$ cat config.mk
export PLATFORM = sky130hd
export DESIGN_NAME = pwm_logic_block
export DESIGN_NICKNAME = d
export VERILOG_FILES = /design/src/rtl/pwm_logic_pkg.sv /design/src/rtl/pwm_logic_block.sv
export VERILOG_INCLUDE_DIRS = /design/src /design/src/rtl
export SDC_FILE = /design/constraint.sdc
export NUM_CORES = 1
export LEC_CHECK = 0
export ABC_AREA = 1
export BUFFER_PORTS_ARGS = -buffer_cell sky130_fd_sc_hd__clkbuf_2
export CORE_MARGIN = 2
export CORE_UTILIZATION = 55
export CTS_BUF_LIST = sky130_fd_sc_hd__clkbuf_8
export DETAILED_ROUTE_END_ITERATION = 7
export GPL_ROUTABILITY_DRIVEN = 0
export PLACE_DENSITY = 0.71
export RECOVER_POWER = 100
export SLEW_MARGIN = 25
export SYNTH_ARGS = -nofsm -noshare
export SYNTH_HDL_FRONTEND = slang
export SYNTH_SLANG_ARGS = --single-unit
$ cat constraint.sdc
create_clock -name ref_clk -period 3.1 [get_ports ref_clk]
set_input_delay 0.31 -clock ref_clk [delete_from_list [all_inputs] [get_ports ref_clk]]
set_output_delay 0.31 -clock ref_clk [all_outputs]
set_load 0.005 [all_outputs]
$ cat src/rtl/pwm_logic_cfg.svh
// Register map, field positions, reset values and timing counts of the
// PWM generator and logic block. Assumes nothing beyond a 20 MHz core clock.
`ifndef PWM_LOGIC_CFG_SVH
`define PWM_LOGIC_CFG_SVH

`define ADDR_OFF_LO      8'h2F
`define ADDR_OFF_HI      8'h30
`define ADDR_ON_LO       8'h31
`define ADDR_ON_HI       8'h32
`define ADDR_PWM_CFG     8'h33
`define ADDR_FUNC_CFG    8'h34
`define ADDR_FLOP_CTL    8'h35
`define ADDR_EVT_CTL     8'h36
`define ADDR_PIN_EXT     8'h3A

`define RST_BYTE         8'h00
`define RST_COUNT        16'h0000
`define RST_SEL          3'h0
`define RST_PIN_ALT      2'h0

`define BIT_PWM_EN       0
`define BIT_RES_INV      6
`define BIT_C_INV        5
`define BIT_B_INV        4
`define BIT_A_INV        3
`define SEL_HI           2
`define BIT_FLOP_SET     1
`define BIT_FLOP_CLR     0
`define BIT_DBNC_BYP     2
`define BIT_EVT_EN       1
`define BIT_INT_LVL      0
`define R3_HI            3
`define R3_LO            2
`define BIT_R0_ALT       0

`define SEL_OFF          3'h0
`define SEL_AND          3'h1
`define SEL_OR           3'h2
`define SEL_XOR          3'h3
`define SEL_FLOP         3'h4
`define SEL_PASS_A       3'h5
`define SEL_PASS_B       3'h6
`define SEL_PASS_C       3'h7

`define R3_AS_INPUT_C    2'h1
`define R3_AS_PWM        2'h2

`define CLK_PERIOD_NS    50
`define PWM_STEP_NS      2000
`define PWM_STEP_CYCLES  (`PWM_STEP_NS / `CLK_PERIOD_NS)
`define DBNC_STEPS       4'h4

`endif

$ cat src/rtl/pwm_logic_pkg.sv
// Types shared by the PWM generator and logic block.
// Assumes the register port is driven by the expander's serial interface logic.
package pwm_logic_pkg;

  typedef struct packed {
    logic [7:0] addr;
    logic [7:0] wdata;
    logic       wr;
    logic       rd;
  } reg_req_type;

  typedef enum logic [1:0] {
    PWM_IDLE,
    PWM_HIGH,
    PWM_LOW
  } pwm_state_type;

endpackage

$ cat src/rtl/pwm_logic_block.sv
// PWM generator and three-input programmable logic block with pin routing.
// Assumes a 20 MHz core clock, one-cycle register strobes from the host
// interface logic, and raw pin levels that are asynchronous to ref_clk.
`timescale 1ns/100ps
`include "pwm_logic_cfg.svh"

// Summary of operation
// RL1 - Off-time count held in two byte registers
// RL2 - On-time count held in two byte registers
// RL3 - Counts commit only on on-time high write
// RL4 - Counts advance on 2 us oscillator steps
// RL5 - Result inverted when output invert set
// RL6 - Each input optionally inverted before function
// RL7 - Function select picks off/AND/OR/XOR/flop/pass
// RL8 - Set bit forces logic flop high unless clear bit set
// RL9 - Clear bit forces logic flop low
// RL10 - Result debounced unless bypass bit set
// RL11 - Event enable gates event strobe and interrupt only
// RL12 - Level bit chooses active output level
// RL13 - Row 3 becomes input C or PWM
// RL14 - Row 0 drives logic result when selected
// RL15 - PWM repeats high on-time then low off-time
// RL16 - Function off holds result low
// RL17 - Flop data A, clocked by B rising
module pwm_logic_block (
  input  wire logic                       ref_clk,
  input  wire logic                       rstn,
  input  wire pwm_logic_pkg::reg_req_type reg_req,
  output logic [7:0]                      reg_rdata,
  input  wire logic                       logic_input_a,
  input  wire logic                       logic_input_b,
  input  wire logic                       row3_in,
  output logic                            row3_out,
  output logic                            row3_oe,
  input  wire logic                       gpio4_out,
  input  wire logic                       gpio4_oe,
  output logic                            row0_out,
  output logic                            row0_oe,
  input  wire logic                       gpio1_out,
  input  wire logic                       gpio1_oe,
  output logic                            logic_result_out,
  output logic                            pwm_out,
  output logic                            logic_event_strobe,
  output logic                            logic_event_active,
  output logic                            logic_int_active
);

  logic [7:0]  off_lo_r;
  logic [7:0]  off_hi_r;
  logic [7:0]  on_lo_r;
  logic [7:0]  on_hi_r;
  logic        pwm_en_r;
  logic [6:0]  func_r;
  logic [1:0]  flop_ctl_r;
  logic [2:0]  evt_ctl_r;
  logic [1:0]  row3_alt_function;
  logic        row0_alt_function;
  logic [15:0] on_act_r;
  logic [15:0] off_act_r;
  logic        commit;
  logic [5:0]  step_cnt_r;
  logic        step;
  pwm_logic_pkg::pwm_state_type pwm_state_r;
  logic [15:0] phase_cnt_r;
  logic [2:0]  sync1_r;
  logic [2:0]  sync2_r;
  logic        b_prev_r;
  logic        in_a;
  logic        in_b;
  logic        in_c;
  logic        flop_r;
  logic        raw_result;
  logic        deb_r;
  logic        deb_prev_r;
  logic [3:0]  stable_cnt_r;
  logic        wr_ok;

  assign wr_ok  = reg_req.wr;
  assign commit = wr_ok && (reg_req.addr == `ADDR_ON_HI);

  // Register writes
  always_ff @(posedge ref_clk) begin
    if (!rstn) begin
      off_lo_r          <= `RST_BYTE;
      off_hi_r          <= `RST_BYTE;
      on_lo_r           <= `RST_BYTE;
      on_hi_r           <= `RST_BYTE;
      pwm_en_r          <= 1'b0;
      func_r            <= 7'h00;
      flop_ctl_r        <= 2'h0;
      evt_ctl_r         <= 3'h0;
      row3_alt_function <= `RST_PIN_ALT;
      row0_alt_function <= 1'b0;
    end else if (wr_ok) begin
      if (reg_req.addr == `ADDR_OFF_LO) begin
        off_lo_r <= reg_req.wdata; // RL1
      end else if (reg_req.addr == `ADDR_OFF_HI) begin
        off_hi_r <= reg_req.wdata; // RL1
      end else if (reg_req.addr == `ADDR_ON_LO) begin
        on_lo_r <= reg_req.wdata; // RL2
      end else if (reg_req.addr == `ADDR_ON_HI) begin
        on_hi_r <= reg_req.wdata; // RL2
      end else if (reg_req.addr == `ADDR_PWM_CFG) begin
        pwm_en_r <= reg_req.wdata[`BIT_PWM_EN];
      end else if (reg_req.addr == `ADDR_FUNC_CFG) begin
        func_r <= reg_req.wdata[6:0];
      end else if (reg_req.addr == `ADDR_FLOP_CTL) begin
        flop_ctl_r <= reg_req.wdata[1:0];
      end else if (reg_req.addr == `ADDR_EVT_CTL) begin
        evt_ctl_r <= reg_req.wdata[2:0];
      end else if (reg_req.addr == `ADDR_PIN_EXT) begin
        row3_alt_function <= reg_req.wdata[`R3_HI:`R3_LO];
        row0_alt_function <= reg_req.wdata[`BIT_R0_ALT];
      end
    end
  end

  // Register reads, one cycle after the read strobe; unmapped reads give zero
  always_ff @(posedge ref_clk) begin
    if (!rstn) begin
      reg_rdata <= `RST_BYTE;
    end else if (reg_req.rd) begin
      if (reg_req.addr == `ADDR_OFF_LO) begin
        reg_rdata <= off_lo_r;
      end else if (reg_req.addr == `ADDR_OFF_HI) begin
        reg_rdata <= off_hi_r;
      end else if (reg_req.addr == `ADDR_ON_LO) begin
        reg_rdata <= on_lo_r;
      end else if (reg_req.addr == `ADDR_ON_HI) begin
        reg_rdata <= on_hi_r;
      end else if (reg_req.addr == `ADDR_PWM_CFG) begin
        reg_rdata <= {pwm_out, 6'h00, pwm_en_r};
      end else if (reg_req.addr == `ADDR_FUNC_CFG) begin
        reg_rdata <= {1'b0, func_r};
      end else if (reg_req.addr == `ADDR_FLOP_CTL) begin
        reg_rdata <= {flop_r, 5'h00, flop_ctl_r};
      end else if (reg_req.addr == `ADDR_EVT_CTL) begin
        reg_rdata <= {deb_r, 4'h0, evt_ctl_r};
      end else if (reg_req.addr == `ADDR_PIN_EXT) begin
        reg_rdata <= {4'h0, row3_alt_function, 1'b0, row0_alt_function};
      end else begin
        reg_rdata <= `RST_BYTE;
      end
    end
  end

  // Active counts change only on the on-time high byte write
  always_ff @(posedge ref_clk) begin
    if (!rstn) begin
      on_act_r  <= `RST_COUNT;
      off_act_r <= `RST_COUNT;
    end else if (commit) begin
      on_act_r  <= {reg_req.wdata, on_lo_r}; // RL3
      off_act_r <= {off_hi_r, off_lo_r};     // RL3
    end
  end

  // 2 us step enable
  always_ff @(posedge ref_clk) begin
    if (!rstn) begin
      step_cnt_r <= 6'h00;
    end else if (step) begin
      step_cnt_r <= 6'h00;
    end else begin
      step_cnt_r <= step_cnt_r + 6'h01;
    end
  end
  assign step = (step_cnt_r == 6'(`PWM_STEP_CYCLES - 1)); // RL4

  // PWM phase sequencer; a zero count lasts one step
  always_ff @(posedge ref_clk) begin
    if (!rstn) begin
      pwm_state_r <= pwm_logic_pkg::PWM_IDLE;
      phase_cnt_r <= `RST_COUNT;
    end else if (!pwm_en_r) begin
      pwm_state_r <= pwm_logic_pkg::PWM_IDLE;
      phase_cnt_r <= `RST_COUNT;
    end else begin
      case (pwm_state_r)
        pwm_logic_pkg::PWM_IDLE: begin
          pwm_state_r <= pwm_logic_pkg::PWM_HIGH;
          phase_cnt_r <= on_act_r;
        end
        pwm_logic_pkg::PWM_HIGH: begin
          if (step && phase_cnt_r <= 16'h0001) begin
            pwm_state_r <= pwm_logic_pkg::PWM_LOW; // RL15
            phase_cnt_r <= off_act_r;
          end else if (step) begin
            phase_cnt_r <= phase_cnt_r - 16'h0001; // RL4
          end
        end
        pwm_logic_pkg::PWM_LOW: begin
          if (step && phase_cnt_r <= 16'h0001) begin
            pwm_state_r <= pwm_logic_pkg::PWM_HIGH; // RL15
            phase_cnt_r <= on_act_r;
          end else if (step) begin
            phase_cnt_r <= phase_cnt_r - 16'h0001;
          end
        end
        default: begin
          pwm_state_r <= pwm_logic_pkg::PWM_IDLE;
        end
      endcase
    end
  end

  always_ff @(posedge ref_clk) begin
    if (!rstn) begin
      pwm_out <= 1'b0;
    end else begin
      pwm_out <= pwm_en_r && (pwm_state_r == pwm_logic_pkg::PWM_HIGH);
    end
  end

  // Two-flop synchronisers for pin inputs A, B and row 3
  always_ff @(posedge ref_clk) begin
    if (!rstn) begin
      sync1_r <= 3'h0;
      sync2_r <= 3'h0;
    end else begin
      sync1_r <= {row3_in, logic_input_b, logic_input_a};
      sync2_r <= sync1_r;
    end
  end

  assign in_a = sync2_r[0] ^ func_r[`BIT_A_INV]; // RL6
  assign in_b = sync2_r[1] ^ func_r[`BIT_B_INV]; // RL6
  assign in_c = ((row3_alt_function == `R3_AS_INPUT_C) && sync2_r[2])
                ^ func_r[`BIT_C_INV]; // RL13 RL6

  // Logic flop: data A on rising B; clear beats set
  always_ff @(posedge ref_clk) begin
    if (!rstn) begin
      flop_r   <= 1'b0;
      b_prev_r <= 1'b0;
    end else begin
      b_prev_r <= in_b;
      if (flop_ctl_r[`BIT_FLOP_CLR]) begin
        flop_r <= 1'b0; // RL9
      end else if (flop_ctl_r[`BIT_FLOP_SET]) begin
        flop_r <= 1'b1; // RL8
      end else if (in_b && !b_prev_r) begin
        flop_r <= in_a; // RL17
      end
    end
  end

  always_comb begin
    case (func_r[`SEL_HI:0])
      `SEL_AND:    raw_result = in_a & in_b & in_c; // RL7
      `SEL_OR:     raw_result = in_a | in_b | in_c;
      `SEL_XOR:    raw_result = in_a ^ in_b ^ in_c;
      `SEL_FLOP:   raw_result = flop_r;
      `SEL_PASS_A: raw_result = in_a;
      `SEL_PASS_B: raw_result = in_b;
      `SEL_PASS_C: raw_result = in_c;
      default:     raw_result = 1'b0; // RL16
    endcase
  end

  always_ff @(posedge ref_clk) begin
    if (!rstn) begin
      logic_result_out <= 1'b0;
    end else begin
      logic_result_out <= raw_result ^ func_r[`BIT_RES_INV]; // RL5
    end
  end

  // Debounce: level must hold for several steps unless bypassed
  always_ff @(posedge ref_clk) begin
    if (!rstn) begin
      deb_r        <= 1'b0;
      stable_cnt_r <= 4'h0;
    end else if (evt_ctl_r[`BIT_DBNC_BYP]) begin
      deb_r        <= logic_result_out; // RL10
      stable_cnt_r <= 4'h0;
    end else if (logic_result_out == deb_r) begin
      stable_cnt_r <= 4'h0;
    end else if (step && stable_cnt_r == `DBNC_STEPS - 4'h1) begin
      deb_r        <= logic_result_out; // RL10
      stable_cnt_r <= 4'h0;
    end else if (step) begin
      stable_cnt_r <= stable_cnt_r + 4'h1;
    end
  end

  // Events on each debounced change while enabled
  always_ff @(posedge ref_clk) begin
    if (!rstn) begin
      deb_prev_r         <= 1'b0;
      logic_event_strobe <= 1'b0;
      logic_event_active <= 1'b0;
      logic_int_active   <= 1'b0;
    end else begin
      deb_prev_r         <= deb_r;
      logic_event_strobe <= evt_ctl_r[`BIT_EVT_EN] && (deb_r != deb_prev_r); // RL11
      logic_event_active <= (deb_r == evt_ctl_r[`BIT_INT_LVL]); // RL12
      logic_int_active   <= evt_ctl_r[`BIT_EVT_EN] && (deb_r == evt_ctl_r[`BIT_INT_LVL]); // RL11 RL12
    end
  end

  // Pin routing
  always_comb begin
    if (row3_alt_function == `R3_AS_PWM) begin
      row3_out = pwm_out; // RL13
      row3_oe  = 1'b1;
    end else if (row3_alt_function == `R3_AS_INPUT_C) begin
      row3_out = 1'b0;
      row3_oe  = 1'b0;
    end else begin
      row3_out = gpio4_out;
      row3_oe  = gpio4_oe;
    end
    if (row0_alt_function) begin
      row0_out = logic_result_out; // RL14
      row0_oe  = 1'b1;
    end else begin
      row0_out = gpio1_out;
      row0_oe  = gpio1_oe;
    end
  end
endmodule

Yosys cells after proc, flatten, opt, wreduce, memory -nomap -nowiden
Index checks and enable logic that the tools add are counted.

Eq/ne operators: 28. Bitwise operators: 19. Muxes and demuxes: 28. Reductions and logical operators: 28. Magnitude comparators: 1. $add $sub $neg: 3.

Operators with widths (count): == test 8 x 6 -> 1 bit, second input constant (9); two-way mux 8 bit (8); two-way mux 16 bit (3); one-hot mux 16 bit (3 select lines) (1); less-or-equal comparator 16 x 1 -> 1 bit, second input constant (1); subtractor 16 x 1 -> 16 bit, second input constant (1); == test 3 bit, second input constant (4); two-way mux 1 bit (11); AND reduction 10 bit (1); NOT 1 bit (9); AND reduction 9 bit (1); logical AND 1 bit (8); AND reduction 2 bit (4); AND reduction 8 bit (1); one-hot mux 1 bit (7 select lines) (1); AND reduction 7 bit (1); adder 6 x 1 -> 6 bit, second input constant (1); == test 3 x 2 -> 1 bit, second input constant (2); == test 6 bit, second input constant (1); inequality test 2 bit, second input constant (3); one-hot mux 2 bit (3 select lines) (1); AND reduction 6 bit (1); XOR 1 bit (6); AND reduction 5 bit (1); other kinds (19) (27).

Register bits after elaboration: 131. Word-level logic and storage cells: 135. Output and inout port bits: 17.

Depth between registers and ports, before layout
Gate-level depths: netlist (run 1).

Depth after elaboration: 10. Depth in mapped cells: 12. Gate-level depth less buffers: 12.

Worst setup path after synthesis (run 1)
Ideal clock, no wire load.

Path type: register to register. Start point: register phase_cnt_r[0]. End point: register phase_cnt_r[10]. Setup slack: 1.431 ns. Data required time: 3.032 ns. Buffers on the path: 1. Cell stages (with the launch flop): 13. Clock period less this slack: 1.669 ns. Data arrival time: 1.601 ns. Cells stage by stage: dfxtp_1 -> inv_1 -> ha_1 -> o21ai_1 -> nor2_4 -> nand3_4 -> nand2_4 -> inv_2 -> buf_6 -> nand3_2 -> nand2_1 -> nand2_1 -> a21oi_2.

Cells in the longest elaborated chain, start to end: 4. Elaborated cells on any way between the ends: 7. Those cells by class: 1 x add/sub; 1 x order compare; 4 x mux; 1 x reduce/logical.

Ends and longest elaborated chain: start, declared (line pwm_logic_block.sv:64) `logic [15:0] phase_cnt_r;`; start signal, assigned (line pwm_logic_block.sv:174) `` phase_cnt_r <= `RST_COUNT; ``; start signal, assigned (line pwm_logic_block.sv:177) `` phase_cnt_r <= `RST_COUNT; ``; start signal, assigned (line pwm_logic_block.sv:182) `phase_cnt_r <= on_act_r;`; subtractor 16 x 1 -> 16 bit or less-or-equal comparator 16 x 1 -> 1 bit (tied branches); two-way mux 16 bit or logical AND 1 bit (tied branches); two-way mux 16 bit, on equally long branches (line pwm_logic_block.sv:193, pwm_logic_block.sv:185); one-hot mux 16 bit (3 select lines) * (line pwm_logic_block.sv:179) `case (pwm_state_r)`.

Mark *: on every way between the ends. The rest lies on a longest branch, timed or not. A chain may end at the register's enable or synchronous reset.

Worst setup path in the final report (run 1)
Start point: register phase_cnt_r[0]. End point: register phase_cnt_r[13].

Same word-level chain as after synthesis.

==> flow_summary.ini, run 1 <==
[synthesis]
syn_area_mm2 = 0.00678
syn-num-nets = 1006
avgSynthCellArea_um2 = 7.00
synth_seq_cells = 131
yosysTopAreaCell = dfxtp_1
ys_seq_area_frac = 0.387
synth_top_area_frac = 0.387
yosysWarnings = 0
yosysUniqueCellTypes = 41
ys_top_cells_by_area = dfxtp_1 (39%), nand2_1 (11%), a21oi_1 (9.2%)
syn_inst = 968

[clock_network]
cts_hold_buffers = 0
post_cts_buffers = 0
clk_latency_ns = 0.45
path_clk_slew_ns = 0.07
clkSinkCount = 131
cts_tree = done
ctsResizeCount = 0
cts_buffers = 17
htreeDepth = 4
cts_root_buf = clkbuf_8
cts_buffer_depth = 2

[pwr]
power_density_mw_per_mm2 = 458
peakVddDrop_uv = 285
comb_power_share = 0.042
p_sw_uw = 755
internal_power_uw = 2580
pwr-share-seq = 0.511
clkPwrFrac = 0.447
switching_share = 0.227
p_leak_uw = 0.00306
design_power_total_uw = 3330

[floorplanning]
die_y_um = 115
die_w_um = 115
coreArea_mm2 = 0.0120
io_pins = 44
die_area_mm2 = 0.0132
initial_utilization = 0.564
placementRows = 40

[setup_path]
timing.rr.start = phase_cnt_r[0]
cp.arrival_ns = 2.64
critPathLaunchType = register
endpoint_kind = register
crit_path_max_fanout = 15
criticalPathCategory = register to register
cpLargestDelayFamily = compound AO/OA/AOI/OAI gates
reg2reg_depth = 10
slowest_stage = dfxtp_1
crit_buf_inv = 2
max_stage_delay_ns = 0.42
required_ns = 3.40
r2r-end = phase_cnt_r[13]
r2r_slack_ns = 0.76
crit_chain = inv_1, ha_1, o21ai_1, nor2_1, nand3_4, clkinvlp_2, a21oi_1, nand2_1, nand2_1, a21oi_1

[timing]
slew_viol_final = 0
fmax_ghz = 0.428
slew-limit-headroom = 0.198
setup_viol = 0
fin_crit_sh = 0.754
whs_ns = 0.0424
min_period_ns = 2.34
finalClockSkew_ns = 0.00794
fin_setup_tns_ns = 0
worstMarginPinSlew_ns = 1.20
worst_slack_ns = 0.762
final_hold_viol_count = 0
rsz0062_at_grt = no

[global_routing]
grt_use_total = 0.262
antenna_found_initial = 0
grt_pass1_wl_um = 27200
grt_max_degree = 51
overflow = 0
grt_pass1_vias = 5579

[route]
drtPass1Iterations = 5
vias_per_cell = 5.29
routedWlPerCell_um = 14.2
wl_um = 16400
route.met2.wl_um = 7120
drcViolationCount = 0
num_vias = 6113
wl_met1_um = 8090
wl_met3_um = 901
routed.top_layer = met4
drt_iter0_markers = 515
antenna_left = 0

[hold_path]
min_from = logic_input_b
hold_path_class = input pin to register
holdPathStages = 3
min_to = sync1_r[1]

[layout]
final_net_count = 1033
area_growth_pct = 7.25
antenna_cells = 0
layout-drive-gt1-share = 0.105

[run_status]
status = complete, no violations

[placed_design]
numPortBuffers = 43
pre_cts_ws_ns = 0.976
dp_hpwl_um = 12100

[flow_run]
drv_cap = 0
## per-stage QoR
stage / utilization / std cells / area [µm²]
after detailed placement: 0.578 / 1123 / 6950
after CTS: 0.613 / 1155 / 7360
final: 0.605 / 1155 / 7270
after floorplan: - / 968 / 6780
after global routing: 0.605 / 1155 / 7270
after global placement: 0.578 / 1123 / 6950
## synthesized netlist by cell type, drive strengths merged
| master | instances |
|---|---|
| a211oi | 1 |
| a21oi | 134 |
| a32o | 1 |
| buf | 21 |
| clkbuf | 16 |
| dfxtp | 131 |
| dlygate4sd1 | 2 |
| ha | 11 |
| inv | 143 |
| nand2 | 207 |
| nand3 | 49 |
| nand4 | 11 |
| nor2 | 82 |
| nor3 | 7 |
| nor3b | 1 |
| o211ai | 1 |
| o21a | 1 |
| o21ai | 109 |
| o21bai | 2 |
| o221ai | 1 |
| o22ai | 22 |
| or2 | 3 |
| xnor2 | 2 |
| xor2 | 10 |
## power groups by stage
stage	clock (µW)	sequential, µW	combinational (µW)
after floorplan	0	1740	88.0
after global placement	0	1740	145
after detailed placement	0	1740	146
after CTS	1520	1700	147
after global routing	1590	1710	158
final	1490	1700	139
## worst reg2reg max path, delay by kind of cell, from the launching register on
family,cells,cell delay (ns)
AOI/OAI and AO/OA,3,0.56
buffers and inverters,2,0.56
DFF,1,0.42
and+or+nand+nor,4,0.37
adders and majority gates,1,0.30
## layer usage
layer	global-route usage	vias to the layer above
met5	0	-
met2	0.411	180
met3	0.0627	26
met4	0.0867	0
li1	-	3210
met1	0.356	2697
## state kept, by name, summed over array words and instances (netlist names), 4 cells and up
register      flops
stable_cnt_r      4
off_hi_r          8
reg_rdata         8
func_r            7
on_hi_r           8
phase_cnt_r      16
on_lo_r           8
off_lo_r          8
on_act_r         16
off_act_r        16
step_cnt_r        6
## kinds of logic (layout without fill, tap and decap cells)
kind of cell | after synthesis | count (layout) | synth area share
AND/OR/NAND/NOR | 360 | 360 | 0.245
AO/OA/AOI/OAI | 272 | 272 | 0.213
buffers and inverters | 182 | 222 | 0.119
flip-flops | 131 | 131 | 0.387
XOR/XNOR | 12 | 12 | 0.0155
adder cells (fa/ha/maj) | 11 | 11 | 0.0203
## layout make-up
class	count	area (µm²)
Fill cell	1192	4740
Multi-Input combinational cell	655	3270
Sequential cell	131	2620
Inverter	143	544
Clock buffer	23	317
Timing Repair Buffer	47	230
Tap cell	147	184
Clock inverter	9	100
## worst max-delay path by stage
stage / from / end / cells after the start
final: phase_cnt_r[0] / phase_cnt_r[13] / 10
after global routing: phase_cnt_r[0] / phase_cnt_r[13] / 10
after CTS: step_cnt_r[0] / phase_cnt_r[8] / 10
after detailed placement: reg_req[14] / on_act_r[1] / 11
after global placement: reg_req[14] / off_act_r[10] / 11
after floorplan: phase_cnt_r[0] / phase_cnt_r[10] / 12
## cells in the final DEF (no fill, tap or decap), types with 22 or more instances in the layout
| master | n |
|---|---|
| clkbuf_8 | 23 |
| clkbuf_2 | 34 |
| nor2_1 | 73 |
| inv_1 | 137 |
| nand3_1 | 40 |
| nand2_1 | 201 |
| dfxtp_1 | 131 |
| o21ai_0 | 103 |
| a21oi_1 | 128 |
| o22ai_1 | 22 |
(Power assumes the default switching activity.)
==> run 2: changes to the inputs <==
--- a/config.mk
+++ b/config.mk
@@ -6,7 +6,7 @@
 export SDC_FILE = /design/constraint.sdc
 export NUM_CORES = 1
 export LEC_CHECK = 0
-export ABC_AREA = 1
+export ABC_AREA = 0
 export BUFFER_PORTS_ARGS = -buffer_cell sky130_fd_sc_hd__clkbuf_2
 export CORE_MARGIN = 2
 export CORE_UTILIZATION = 55
==> constraint.sdc (replaced) <==
create_clock -name ref_clk -period 2.2 [get_ports ref_clk]
set_input_delay 0.22 -clock ref_clk [delete_from_list [all_inputs] [get_ports ref_clk]]
set_output_delay 0.22 -clock ref_clk [all_outputs]
set_load 0.005 [all_outputs]
==> run 2 against run 1 <==
Largest cell class unchanged; core utilization increased by 2.7 points; first-iteration DRC count increased by 37%; register-to-register slack got worse by 0.67 ns; clock power increased by 41%.
==> flow_summary.ini, run 2 <==
[run_status]
status = complete, no violations

[global_routing]
grt_max_degree = 64
overflow = 0
grt_pass1_vias = 5828
grt_use_total = 0.297
grt_pass1_wl_um = 30400
antenna_found_initial = 0

[pwr]
p_leak_uw = 0.00279
power_density_mw_per_mm2 = 621
peakVddDrop_uv = 449

[clock_network]
path_clk_slew_ns = 0.08
cts_buffer_depth = 2
clkSinkCount = 131
cts_buffers = 17
cts_tree = done
clk_latency_ns = 0.46
cts_root_buf = clkbuf_8
htreeDepth = 4

[route]
drtPass1Iterations = 5
routedWlPerCell_um = 18.7
drt_iter0_markers = 704
wl_um = 18700
drcViolationCount = 0
vias_per_cell = 6.24
antenna_left = 0
num_vias = 6238

[timing]
worst_slack_ns = 0.0917
slew-limit-headroom = 0.344
fmax_ghz = 0.474
setup_viol = 0
rsz0062_at_grt = no
final_hold_viol_count = 0
fin_crit_sh = 0.958
worstMarginPinSlew_ns = 0.984
slew_viol_final = 0
min_period_ns = 2.11
whs_ns = 0.0858
finalClockSkew_ns = 0.00827
fin_setup_tns_ns = 0

[layout]
final_cell_mix = dfxtp_1 (131), nand2_1 (120), a21boi_0 (59)
layout-drive-gt1-share = 0.134
final_util = 0.633
antenna_cells = 0
area_growth_pct = 12.7
register_area_mm2 = 0.00262
final_net_count = 879
final_common_cell = dfxtp_1
nFillCells = 1078
multi_input_comb_area_mm2 = 0.00385
reg_top3 = off_act_r (16), on_act_r (16), phase_cnt_r (16)

[hold_path]
hold_path_class = input pin to register
min_from = reg_req[9]
holdPathStages = 3
min_to = off_lo_r[7]

[placed_design]
dp_hpwl_um = 13300
pre_cts_ws_ns = 0.0850
numPortBuffers = 43

[synthesis]
synth_top_area_frac = 0.389
synth_top_flop_cell = dfxtp_1
syn-num-nets = 833
synth.most_common_cell = dfxtp_1
yosysUniqueCellTypes = 81
synth_edf_count = 0
yosysWarnings = 0
synth_top_cells_by_count = dfxtp_1 (131), nand2_1 (120), a21boi_0 (59)
syn_inst = 795
avgSynthCellArea_um2 = 8.48
ys_top_cells_by_area = dfxtp_1 (39%), nand2_1 (6.7%), a21boi_0 (6.6%)
async_flop_share = 0
synth_seq_cells = 131
ys_seq_area_frac = 0.389
syn_area_mm2 = 0.00675
yosysTopAreaCell = dfxtp_1

[floorplanning]
initial_utilization = 0.562
coreArea_mm2 = 0.0120
die_area_mm2 = 0.0132
io_pins = 44
placementRows = 40
die_w_um = 115
die_y_um = 115

[setup_path]
cp.arrival_ns = 2.46
r2r_slack_ns = 0.09
r2r-end = phase_cnt_r[2]
endpoint_kind = register
criticalPathCategory = register to register
crit_path_max_fanout = 7
critPathLaunchType = register
reg2reg_depth = 6
required_ns = 2.55
timing.rr.start = phase_cnt_r[2]

[flow_run]
drv_cap = 0
[run 2: cell types whose count changed in the layout (fill, tap and decap cells not counted), moves of 20 or more]
cell	delta
o22ai_1	-20
inv_1	-117
nor2b_1	+28
nor2_1	-39
a21oi_1	-99
mux2i_1	+34
o21ai_0	-78
a21boi_0	+59
buf_4	+20
nand2_1	-81
[run 2: worst max-delay path, cell delays in order (launching register included)]
cell and delay, ns:
dfxtp_1 0.40, nor4_4 0.50, and4_1 0.36, a21oi_2 0.10
clkbuf_2 0.20, a31o_2 0.23, a22o_1 0.22
[run 2: layout make-up]
| cell class | count | area share |
|---|---|---|
| multi-input combinational | 594 | 0.507 |
| sequential | 131 | 0.345 |
| timing repair buffer | 80 | 0.0622 |
| clock buffer | 19 | 0.0344 |
| tap | 147 | 0.0242 |
| clock inverter | 12 | 0.0184 |
| inverter | 17 | 0.00840 |
[run 2: logic make-up after synthesis]
kind of cell               after synthesis  share of synthesized area
AOI/OAI and AO/OA                      212                      0.228
buffers and inverters                   70                     0.0404
xor gates and xnor gates                16                     0.0208
muxes                                   38                     0.0571
DFF                                    131                      0.389
adders and majority gates               12                     0.0219
and+or+nand+nor                        316                      0.243
[run 2: layer usage]
metal,track usage,routed length [µm],part of all wire
met1,0.404,8200,0.44
met2,0.456,8510,0.45
met3,0.0833,1500,0.080
met4,0.103,523,0.028
met5,0,0,0
[run 2: report_power, final]
| part | switching, µW | internal, µW |
|---|---|---|
| Combinational | 128 | 89.1 |
| Clock | 942 | 1160 |
| Sequential | 12.6 | 2390 |
[run 2: metrics by stage]
step / power, µW / area, µm² / std cells
after floorplan: 2580 / 6750 / 795
after global placement: 2660 / 7200 / 966
after detailed placement: 2670 / 7200 / 966
after CTS: 4730 / 7630 / 1000
after global routing: 4870 / 7600 / 1000
final: 4720 / 7600 / 1000
[run 2: worst max path at each step]
stage	start	endpoint	slack, ns	cells past startpoint
floorplan	step_cnt_r[0]	phase_cnt_r[15]	0.23	6
global placement	phase_cnt_r[11]	phase_cnt_r[2]	0.15	5
detailed placement	phase_cnt_r[11]	phase_cnt_r[4]	0.09	5
CTS	phase_cnt_r[11]	phase_cnt_r[4]	0.06	5
global route	phase_cnt_r[2]	phase_cnt_r[6]	0.004	6
finish	phase_cnt_r[2]	phase_cnt_r[2]	0.09	6
[run 2: timing repair]
item | in CTS | in global routing
hold buffers | 3 | 0
setup endpoints to repair | 0 | 5
gates resized for setup | 0 | 2
buffers inserted | 0 | 0
endpoints found under the hold margin | 3 | 0
==> run 3: changes to the inputs <==
--- a/config.mk
+++ b/config.mk
@@ -7,13 +7,13 @@
 export NUM_CORES = 1
 export LEC_CHECK = 0
 export ABC_AREA = 0
-export BUFFER_PORTS_ARGS = -buffer_cell sky130_fd_sc_hd__clkbuf_2
 export CORE_MARGIN = 2
 export CORE_UTILIZATION = 55
 export CTS_BUF_LIST = sky130_fd_sc_hd__clkbuf_8
 export DETAILED_ROUTE_END_ITERATION = 7
+export DONT_BUFFER_PORTS = 1
 export GPL_ROUTABILITY_DRIVEN = 0
-export PLACE_DENSITY = 0.71
+export PLACE_DENSITY = 0.68
 export RECOVER_POWER = 100
 export SLEW_MARGIN = 25
 export SYNTH_ARGS = -nofsm -noshare
==> run 3 against run 2 <==
Sequential cell count is the same; clock power is 4% higher; fmax up 0.54%; register-to-register slack barely moved; sequential share of layout area is 0.11 points higher; global-route usage up 0.35 points; critical path depth grew 1; combinational power is 20% lower; non-clock buffer count down 28; worst setup slack improved by 0.011 ns; sequential power is essentially flat; critical path type unchanged; critical endpoint is now phase_cnt_r[6]; largest power group unchanged.
==> flow_summary.ini, run 3 (synthesized netlist as in run 2, its figures left out) <==
[floorplanning]
die_w_um = 115
coreArea_mm2 = 0.0120
die_y_um = 115
initial_utilization = 0.562
die_area_mm2 = 0.0132
io_pins = 44
placementRows = 40

[timing]
whs_ns = 0.0292
worstMarginPinSlew_ns = 0.831
rsz0062_at_grt = no
finalClockSkew_ns = 0.0114
min_period_ns = 2.10
slew-limit-headroom = 0.446
setup_viol = 0
fin_crit_sh = 0.953
fin_setup_tns_ns = 0
slew_viol_final = 0
fmax_ghz = 0.477
final_hold_viol_count = 0

[pwr]
internal_power_uw = 3680
peakVddDrop_uv = 461
p_leak_uw = 0.00268
p_sw_uw = 1080
power_density_mw_per_mm2 = 629
clkPwrFrac = 0.459
design_power_total_uw = 4760
pwr-share-seq = 0.505
comb_power_share = 0.036
switching_share = 0.228

[clock_network]
cts_buffers = 17
cts_tree = done
cts_root_buf = clkbuf_8
path_clk_slew_ns = 0.08
htreeDepth = 4
clkSinkCount = 131
clk_latency_ns = 0.47
cts_buffer_depth = 2

[route]
num_vias = 6056
drt_iter0_markers = 681
wl_um = 19100
drcViolationCount = 0
vias_per_cell = 6.22
drtPass1Iterations = 5
antenna_left = 0
routedWlPerCell_um = 19.6

[global_routing]
overflow = 0
grt_pass1_wl_um = 30600
antenna_found_initial = 0
grt_pass1_vias = 5905
grt_use_total = 0.300
grt_max_degree = 109

[run_status]
status = complete, no violations

[placed_design]
numPortBuffers = 0
dp_hpwl_um = 13100
dp_cells = 923

[layout]
final_common_cell = dfxtp_1
final-instance-count-excl-fill = 973
nFillCells = 1095
multi_input_comb_area_mm2 = 0.00385
register_area_mm2 = 0.00262
reg_top3 = off_act_r (16), on_act_r (16), phase_cnt_r (16)
final_util = 0.631
layout-drive-gt1-share = 0.0981
final_net_count = 851
final_cell_mix = dfxtp_1 (131), nand2_1 (120), a21boi_0 (59)
antenna_cells = 0
area_growth_pct = 12.3

[setup_path]
endpoint_kind = register
cp.arrival_ns = 2.44
criticalPathCategory = register to register
critPathLaunchType = register
required_ns = 2.55
crit_path_max_fanout = 7

[flow_run]
drv_cap = 0

[hold_path]
hold_path_class = input pin to register
==> run 3: changes by cell type in the layout (fill, tap and decap cells not counted), sizes merged <==
cell,previous run,this run
buf,24,26
clkbuf,72,29
clkinv,3,1
clkinvlp,2,5
dlygate4sd3,3,17
inv,21,20
==> run 3: layer usage <==
layer  GRT usage  share of wire  vias up
met2       0.461           0.45      243
li1            -              -     2896
met1       0.394           0.44     2863
met3      0.0901          0.081       54
met5           0              0        -
met4       0.131          0.030        0
==> run 3: cell type report <==
type                    count  area share
well taps                 147      0.0243
repair buffers             52      0.0553
flip-flops and latches    131       0.346
multi-input cells         594       0.509
inverters                  17     0.00843
clock inverters            12      0.0203
clock buffers              20      0.0363
==> run 3: path summary, 6_finish.rpt <==
kind | start | to | slack, ns | depth (start not counted)
setup / recovery | phase_cnt_r[12] | phase_cnt_r[6] | 0.10 | 7
hold / removal | reg_req[0] | reg_rdata[7] | 0.03 | 3
setup reg to reg | phase_cnt_r[12] | phase_cnt_r[6] | 0.10 | 7
hold reg to reg | sync1_r[2] | sync2_r[2] | 0.44 | 1
==> run 3: repair_timing <==
| item | in CTS | in global routing |
|---|---|---|
| gates resized for setup | 0 | 4 |
| endpoints found under the hold margin | 112 | 0 |
| endpoints found under the setup margin | 0 | 7 |
| hold buffers | 18 | 0 |
| setup buffers | 0 | 0 |
==> run 3: power by group through the flow <==
stage / Sequential [µW] / Clock (µW) / Combinational [µW]
after floorplan: 2450 / 0 / 126
after global placement: 2460 / 0 / 98.4
after detailed placement: 2460 / 0 / 100
after CTS: 2400 / 2220 / 173
after global routing: 2410 / 2310 / 186
final: 2400 / 2190 / 173
==> run 3: worst max-delay path, cell delays in order, from the launching register on <==
cell	delay (ns)
dfxtp_1	0.36
or4_4	0.53
buf_4	0.17
nor3_4	0.21
buf_4	0.18
nand2_1	0.16
a211oi_1	0.25
o22ai_1	0.12
==> run 3: per-stage QoR <==
step | setup WS, ns | instance area, µm²
finish | 0.103 | 7570
floorplan | 0.226 | 6750
global route | 0.00478 | 7570
global placement | 0.165 | 6980
detailed placement | 0.0974 | 6980
CTS | 0.0916 | 7600
